===== src/include/ces_pkg.sv =====
// package for the configuration error status register bank
// assumes a single 125 MHz clock domain and a synchronous active-high reset
package ces_pkg;
	// ************************************************************
	// host port addresses
	// ************************************************************
	localparam logic [6:0] ERR_BYTE_ADDR_LO = 7'h08; // bytes 08h..0bh
	localparam logic [6:0] ERR_BYTE_ADDR_HI = 7'h0b;
	localparam logic [6:0] ERR_WORD_ADDR_LO = 7'h04; // words 04h..05h
	localparam logic [6:0] ERR_WORD_ADDR_HI = 7'h05;

	// ************************************************************
	// error_flags field positions
	// ************************************************************
	localparam int CARD_RESET_TIMEOUT_BIT = 0;
	localparam int CARD_READY_TIMEOUT_BIT = 1;
	localparam int CARD_READ_FAIL_BIT = 2;
	localparam int CARD_WRITE_FAIL_BIT = 3;
	localparam int SECTOR_VALID_TIMEOUT_BIT = 4;
	localparam int BAD_START_ADDRESS_BIT = 5;
	localparam int CHAIN_PROGRAM_FAIL_BIT = 6;
	localparam int BITSTREAM_READ_FAIL_BIT = 7;
	localparam int BAD_INSTRUCTION_BIT = 8;
	localparam int INIT_PIN_TIMEOUT_BIT = 9;
	localparam int CARD_BAD_BLOCK_BIT = 11;
	localparam int CARD_UNCORRECTABLE_BIT = 12;
	localparam int CARD_ID_MISSING_BIT = 13;
	localparam int CARD_ABORT_BIT = 14;
	localparam int CARD_GENERAL_ERROR_BIT = 15;

	// bit positions inside the card's own ata error register
	localparam int ATA_BBK_BIT = 7;
	localparam int ATA_UNC_BIT = 6;
	localparam int ATA_IDNF_BIT = 4;
	localparam int ATA_ABRT_BIT = 2;
	localparam int ATA_AMNF_BIT = 0;

	// ************************************************************
	// reset values and timing
	// ************************************************************
	localparam logic [31:0] ERROR_FLAGS_RESET = 32'h0000_0000;
	localparam logic [15:0] DATA_RESET = 16'h0000;
	localparam int CLK_MHZ = 125;
	localparam int INIT_TIMEOUT_MS = 500;
	localparam int INIT_TIMEOUT_CYCLES = INIT_TIMEOUT_MS * 1000 * CLK_MHZ;

	// ************************************************************
	// carriers
	// ************************************************************
	// one-cycle failure reports from the card and chain sequencers
	typedef struct packed {
		logic card_reset_timeout;
		logic card_ready_timeout;
		logic card_read_fail; // sector_read_command or card_identify_command
		logic card_write_fail; // sector_write_command
		logic sector_valid_timeout;
		logic chain_program_fail;
		logic bitstream_read_fail;
		logic bad_instruction;
	} ces_events_t;

	// start address check request
	typedef struct packed {
		logic check; // one-cycle pulse
		logic address_source_override; // 1: register field, 0: pins
		logic [15:0] start_address_select;
		logic [1:0] address_pins;
		logic [15:0] valid_count; // addresses below this are valid
	} ces_addr_check_t;

	typedef enum logic [1:0] {
		CES_INIT_IDLE = 2'b00,
		CES_INIT_WAIT = 2'b01,
		CES_INIT_DONE = 2'b11
	} ces_init_state_t;
endpackage


===== src/ces_error_flags.sv =====
// error status register of the configuration controller, read over the host port
// assumes sequencers outside report failures as one-cycle pulses on CLK_I
`timescale 1ns/1ns

// Function
// - error register at bytes 08h-0bh in byte mode, words 04h-05h in word mode
// - bit 0 set when card reset does not finish before timeout
// - bit 1 set when card does not become ready before timeout
// - bit 2 set when sector read or identify command fails
// - bit 3 set when sector write command fails
// - bit 4 set when a sector does not become valid before timeout
// - bit 5 set when selected start address maps to no valid location
// - checked address comes from register field or pins, per override bit
// - bit 6 set when programming the target chain fails
// - bit 7 set when reading configuration data from the card fails
// - bit 8 set on an invalid instruction in configuration data
// - bit 9 set if init pin not high within 500 ms of start
// - bit 11 mirrors the card's bad-block error bit
// - bit 12 mirrors the card's uncorrectable-data error bit
// - bit 13 mirrors the card's id-not-found error bit
// - bit 14 mirrors the card's command-abort error bit
// - bit 15 mirrors the card's general-error bit
module ces_error_flags #(
	parameter int INIT_TIMEOUT = ces_pkg::INIT_TIMEOUT_CYCLES
) (
	input wire logic CLK_I,
	input wire logic RST_I,
	input wire logic [6:0] ADDR_I,
	input wire logic RD_I,
	input wire logic WORD_MODE_I,
	input wire logic CLEAR_I,
	input wire ces_pkg::ces_events_t EVENTS_I,
	input wire ces_pkg::ces_addr_check_t ADDR_CHECK_I,
	input wire logic CFG_START_I,
	input wire logic TARGET_INIT_PIN_I,
	input wire logic [7:0] CARD_ATA_ERROR_I,
	output logic [15:0] DATA_O,
	output logic RD_HIT_O,
	output logic [31:0] ERROR_FLAGS_O
);
	import ces_pkg::*;

	// ************************************************************
	// sticky failure flags
	// ************************************************************
	logic [INIT_PIN_TIMEOUT_BIT:0] next_sticky_set;
	logic [INIT_PIN_TIMEOUT_BIT:0] sticky_flags;
	logic [CARD_GENERAL_ERROR_BIT:CARD_BAD_BLOCK_BIT] mirror_flags;
	logic [15:0] checked_address;
	logic init_timeout_hit;
	logic [25:0] init_count;
	ces_init_state_t init_state;

	// selected start address: register field or the two pins
	always_comb begin
		if (ADDR_CHECK_I.address_source_override) begin
			checked_address = ADDR_CHECK_I.start_address_select;
		end else begin
			checked_address = {14'h0000, ADDR_CHECK_I.address_pins};
		end
	end

	// gather this cycle's failure events into their bit slots
	always_comb begin
		next_sticky_set = 10'h000;
		next_sticky_set[CARD_RESET_TIMEOUT_BIT] = EVENTS_I.card_reset_timeout;
		next_sticky_set[CARD_READY_TIMEOUT_BIT] = EVENTS_I.card_ready_timeout;
		next_sticky_set[CARD_READ_FAIL_BIT] = EVENTS_I.card_read_fail;
		next_sticky_set[CARD_WRITE_FAIL_BIT] = EVENTS_I.card_write_fail;
		next_sticky_set[SECTOR_VALID_TIMEOUT_BIT] = EVENTS_I.sector_valid_timeout;
		next_sticky_set[BAD_START_ADDRESS_BIT] = ADDR_CHECK_I.check
			&& (checked_address >= ADDR_CHECK_I.valid_count);
		next_sticky_set[CHAIN_PROGRAM_FAIL_BIT] = EVENTS_I.chain_program_fail;
		next_sticky_set[BITSTREAM_READ_FAIL_BIT] = EVENTS_I.bitstream_read_fail;
		next_sticky_set[BAD_INSTRUCTION_BIT] = EVENTS_I.bad_instruction;
		next_sticky_set[INIT_PIN_TIMEOUT_BIT] = init_timeout_hit;
	end

	// flags hold until cleared; a set in the clearing cycle wins so no event is lost
	always_ff @(posedge CLK_I) begin
		if (RST_I) begin
			sticky_flags <= ERROR_FLAGS_RESET[INIT_PIN_TIMEOUT_BIT:0];
		end else if (CLEAR_I) begin
			sticky_flags <= next_sticky_set;
		end else begin
			sticky_flags <= sticky_flags | next_sticky_set;
		end
	end

	// ************************************************************
	// card error mirrors and reserved bits
	// ************************************************************
	// mirrors follow the card register, one cycle behind, and are never sticky
	always_ff @(posedge CLK_I) begin
		if (RST_I) begin
			mirror_flags <= ERROR_FLAGS_RESET[CARD_GENERAL_ERROR_BIT:CARD_BAD_BLOCK_BIT];
		end else begin
			mirror_flags[CARD_BAD_BLOCK_BIT] <= CARD_ATA_ERROR_I[ATA_BBK_BIT];
			mirror_flags[CARD_UNCORRECTABLE_BIT] <= CARD_ATA_ERROR_I[ATA_UNC_BIT];
			mirror_flags[CARD_ID_MISSING_BIT] <= CARD_ATA_ERROR_I[ATA_IDNF_BIT];
			mirror_flags[CARD_ABORT_BIT] <= CARD_ATA_ERROR_I[ATA_ABRT_BIT];
			mirror_flags[CARD_GENERAL_ERROR_BIT] <= CARD_ATA_ERROR_I[ATA_AMNF_BIT];
		end
	end

	// reserved bits are tied low so nothing can raise them; each live bit still comes from a flop
	assign ERROR_FLAGS_O = {16'h0000, mirror_flags, 1'b0, sticky_flags};

	// ************************************************************
	// init pin watchdog
	// ************************************************************
	// counts from configuration start; a new start restarts the watch
	always_ff @(posedge CLK_I) begin
		if (RST_I) begin
			init_state <= CES_INIT_IDLE;
			init_count <= 26'h000_0000;
		end else if (CFG_START_I) begin
			init_state <= CES_INIT_WAIT;
			init_count <= 26'h000_0000;
		end else begin
			unique case (init_state)
				CES_INIT_IDLE: begin
					init_count <= 26'h000_0000;
				end
				CES_INIT_WAIT: begin
					if (TARGET_INIT_PIN_I || init_timeout_hit) begin
						init_state <= CES_INIT_DONE; // one report per start
					end
					init_count <= init_count + 26'h000_0001;
				end
				CES_INIT_DONE: begin
					init_count <= init_count;
				end
				default: begin
					init_state <= CES_INIT_IDLE;
				end
			endcase
		end
	end

	// pin still low when the full window has elapsed
	assign init_timeout_hit = (init_state == CES_INIT_WAIT) && !TARGET_INIT_PIN_I
		&& (init_count == 26'(INIT_TIMEOUT - 1));

	// ************************************************************
	// host port read
	// ************************************************************
	logic byte_hit;
	logic word_hit;
	logic [15:0] next_data;

	// writes are not decoded here at all, so the register is read-only
	always_comb begin
		byte_hit = !WORD_MODE_I && (ADDR_I >= ERR_BYTE_ADDR_LO) && (ADDR_I <= ERR_BYTE_ADDR_HI);
		word_hit = WORD_MODE_I && (ADDR_I >= ERR_WORD_ADDR_LO) && (ADDR_I <= ERR_WORD_ADDR_HI);
		next_data = 16'h0000;
		if (byte_hit) begin
			unique case (ADDR_I[1:0])
				2'h0: next_data = {8'h00, ERROR_FLAGS_O[7:0]};
				2'h1: next_data = {8'h00, ERROR_FLAGS_O[15:8]};
				2'h2: next_data = {8'h00, ERROR_FLAGS_O[23:16]};
				2'h3: next_data = {8'h00, ERROR_FLAGS_O[31:24]};
			endcase
		end else if (word_hit) begin
			next_data = ADDR_I[0] ? ERROR_FLAGS_O[31:16] : ERROR_FLAGS_O[15:0];
		end
	end

	// read data stands until the next read strobe
	always_ff @(posedge CLK_I) begin
		if (RST_I) begin
			DATA_O <= DATA_RESET;
			RD_HIT_O <= 1'b0;
		end else begin
			RD_HIT_O <= RD_I && (byte_hit || word_hit);
			if (RD_I) begin
				DATA_O <= next_data;
			end
		end
	end

	// ************************************************************
	// check helpers
	// ************************************************************
	// age since the last start, kept apart from the watchdog so the checks do not lean on its counter;
	// it wraps after 2^26 cycles, harmless since only the first window after a start is compared
	logic [25:0] start_age;

	// restarts with every start pulse, as the watch window does
	always_ff @(posedge CLK_I) begin
		if (RST_I || CFG_START_I) begin
			start_age <= 26'h000_0000;
		end else begin
			start_age <= start_age + 26'h000_0001;
		end
	end
endmodule


===== config.mk =====
export PLATFORM = sky130hd
export DESIGN_NAME = ces_error_flags
export DESIGN_NICKNAME = d
export VERILOG_FILES = /design/src/include/ces_pkg.sv /design/src/ces_error_flags.sv
export SDC_FILE = /design/constraint.sdc
export NUM_CORES = 1
export LEC_CHECK = 0
export BUFFER_PORTS_ARGS = -buffer_cell sky130_fd_sc_hd__buf_2
export CAP_MARGIN = 0
export CORE_MARGIN = 2
export CORE_UTILIZATION = 54
export DETAILED_ROUTE_END_ITERATION = 16
export PLACE_DENSITY = 0.82
export SYNTH_ARGS = -nofsm -noshare
export SYNTH_HDL_FRONTEND = slang
export SYNTH_SLANG_ARGS = --single-unit

===== constraint.sdc =====
create_clock -name CLK_I -period 4.4 [get_ports CLK_I]
set_clock_uncertainty 0.2 [all_clocks]
set_input_delay 0.44 -clock CLK_I [delete_from_list [all_inputs] [get_ports CLK_I]]
set_output_delay 0.44 -clock CLK_I [all_outputs]
set_load 0.01 [all_outputs]

==> qor.csv <==
metric;value;unit
cells after synthesis;392;
Netlist cell types;55;
Antenna Nets Post-Route;0;
Slew Limit Headroom;28.6;%
CTS Hold Bufs;0;
largest net degree at the start of global routing;39;
crit path DAT;2.64;ns
Die H;81.7;um
CTS buffer count;9;
Warnings, synthesis;0;
TritonCTS clock tree;done;
Critical Path Source Type;flip-flop;
Die Wd;81.7;um
area added between synthesis and finish;19.5;%
PostCTS Resize Cnt;0;
postcts setup bufs;0;
clock sinks;59;
initial antenna violation count;0;
clock period minus worst slack;2.55;ns
Root Buffer;clkbuf_8;
fin crit share;58.0;%
Post-synth EDFFs;0;
synthesized flop and latch total;59;
PnR worst setup slack;1.85;ns
fillers;509;
DP Wirelength;5530;um
PwrDens;300;nW/um2
top-area cell type share of the netlist area;36.3;%
WP data required;4.49;ns
Peak Freq;392;MHz
standard-cell row count;28;
hold crit path type;in -> reg;
Seq. cell area;1180;um2
outcome;completed;
RSZ-0062 raised after global routing;no;
Placed Area;3690;um2
Yosys top cell by area;dfxtp_1;
Overall Global Routing Usage;24.1;%
fin area;3890;um2
Synth area leaders;dfxtp_1 (36%), ha_1 (7.3%), nor2_1 (5.4%), a21oi_1 (4.1%), buf_4 (4.1%);
Post-synth top cells;dfxtp_1 (59), nor2_1 (47), a21oi_1 (27);
Worst-path clk slew;0.07;ns
Final Hold Viols;0;
first-pass GRT wire length;12400;um
Pre-antenna DRT Iters;4;
residual DRC count;0;
via count;3082;
Top FF cell, synth;dfxtp_1;
Final GP Congestion;0.874;
layout cells sized above 1;24.8;%
vias per cell;5.47;
Sum Neg Setup Slack;0;ns
total grt overflow;0;
leakage power;1.77;nW
Worst-Skew Late Latency;0.34;ns
max cap viols;0;
top-count cell post-synth;dfxtp_1;
worst vdd ir;0.000243;V
H-tree levels;3;
I/O Buffers;93;
routed len/inst;13.5;um
Die ar.;6670;um2
DR iter-0 viols;111;
Clock Path Buffers;2;
syn_area_per_cell;8.31;um2
Ports;115;
Final Max Slew Viols;0;
Core Area;5890;um2
Initial Util;55.4;%
pre-CTS setup slack;1.50;ns
final core utilization;66.1;%
area of the multi-input gates;1840;um2
Setup-failing EPs final;0;
Slew @ Worst Pin;1.07;ns
Synth async-reset ratio;0;%
register area share after synthesis;36.3;%
vias in the first global route;2815;
crit end category;flip-flop;
Final #Nets;568;
total routed wirelength;7570;um
Worst Path Max Fanout;24;
cell area after synthesis;3260;um2
Fin Hold WS;0.0991;ns
class of the most critical setup path;reg -> reg;
ANT cells;0;
power breakdown:
| part | leakage, nW | total [mW] | switching (mW) | internal, mW |
|---|---|---|---|---|
| sequential | 0.480 | 0.554 | 0.00930 | 0.545 |
| clock | 0.0977 | 0.479 | 0.214 | 0.265 |
| combinational | 1.19 | 0.136 | 0.0765 | 0.0592 |
layer usage:
metal | wire, um | vias up | share of wire, % | track usage (%)
met3 | 541 | 10 | 7.1 | 8.90
met2 | 3850 | 91 | 51 | 41.6
met4 | 99 | 0 | 1.3 | 7.83
li1 | - | 1531 | - | -
met5 | 0 | - | 0 | 0
met1 | 3080 | 1450 | 41 | 27.6
sequential cells by signal, summed over array words and instances, names as in the netlist:
register and count:
init_count 26, DATA_O 15, mirror_flags 5, RD_HIT_O 1
init_state 2, sticky_flags 10
cells by family after synthesis:
logic type,Yosys count,share of synthesized area (%)
multiplexers,11,3.53
flip-flops,59,36.3
buffers and inverters,58,9.10
other,1,0.115
XOR/XNOR,9,2.42
AND/OR/NAND/NOR,167,27.5
adder cells (fa/ha/maj),19,7.30
AO/OA/AOI/OAI,68,13.8
worst max-delay path, cell delays in order, from the launching register on:
cell,delay (ns)
dfxtp_1,0.32
inv_1,0.09
ha_1,0.15
buf_4,0.25
nand2b_1,0.18
nor2b_1,0.85
nand2_1,0.14
a31oi_1,0.19
a41o_2,0.13
metrics by stage:
stage / std cells / power, mW
floorplan: 409 / 0.658
global placement: 547 / 0.696
detailed placement: 547 / 0.701
CTS: 563 / 1.18
global route: 563 / 1.22
finish: 563 / 1.17
cell usage in the layout, fill, tap and decap left out, types with 2 or more instances in the layout:
master / netlist / layout
buf_2: 3 / 93
dfxtp_1: 59 / 59
nor2_1: 47 / 47
a21oi_1: 27 / 27
inv_1: 26 / 26
nand2_1: 26 / 26
ha_1: 19 / 19
conb_1: 1 / 18
and2_1: 16 / 16
clkbuf_8: 0 / 13
nor3_1: 12 / 12
nand4_1: 11 / 11
a22oi_1: 9 / 9
nand3_1: 8 / 8
nor3b_1: 8 / 8
mux2i_1: 7 / 7
nor2b_1: 7 / 7
or3_1: 6 / 6
o21ai_0: 6 / 6
o211ai_1: 5 / 5
xnor2_1: 5 / 5
a221oi_1: 5 / 5
mux2_2: 4 / 4
nand2b_1: 4 / 4
nor4_1: 4 / 4
xor2_1: 4 / 4
and3_1: 2 / 2
o41ai_1: 2 / 2
a211oi_1: 2 / 2
nand3b_1: 2 / 2
nor4bb_1: 2 / 2
a22o_1: 2 / 2
a32o_1: 2 / 2
and4_1: 2 / 2
o31ai_1: 2 / 2
clkinvlp_4: 0 / 2
final cells by class:
| cell class | count | area share (%) |
|---|---|---|
| Sequential cell | 59 | 30.3 |
| Tap cell | 75 | 2.41 |
| Clock buffer | 13 | 4.60 |
| Timing Repair Buffer | 94 | 12.2 |
| Inverter | 27 | 2.60 |
| Multi-Input combinational cell | 292 | 47.4 |
| Clock inverter | 3 | 0.514 |
path summary, 6_finish.rpt:
check                                         start                to  slack (ns)  cells past startpoint
worst max-delay path                  init_state[1]    init_count[16]        1.85                      8
worst min-delay path            CARD_ATA_ERROR_I[7]  mirror_flags[11]         0.1                      2
worst max register to register        init_state[1]    init_count[16]        1.85                      8
worst min register to register            DATA_O[4]         DATA_O[4]        0.28                      2
(Power assumes the default switching activity.)
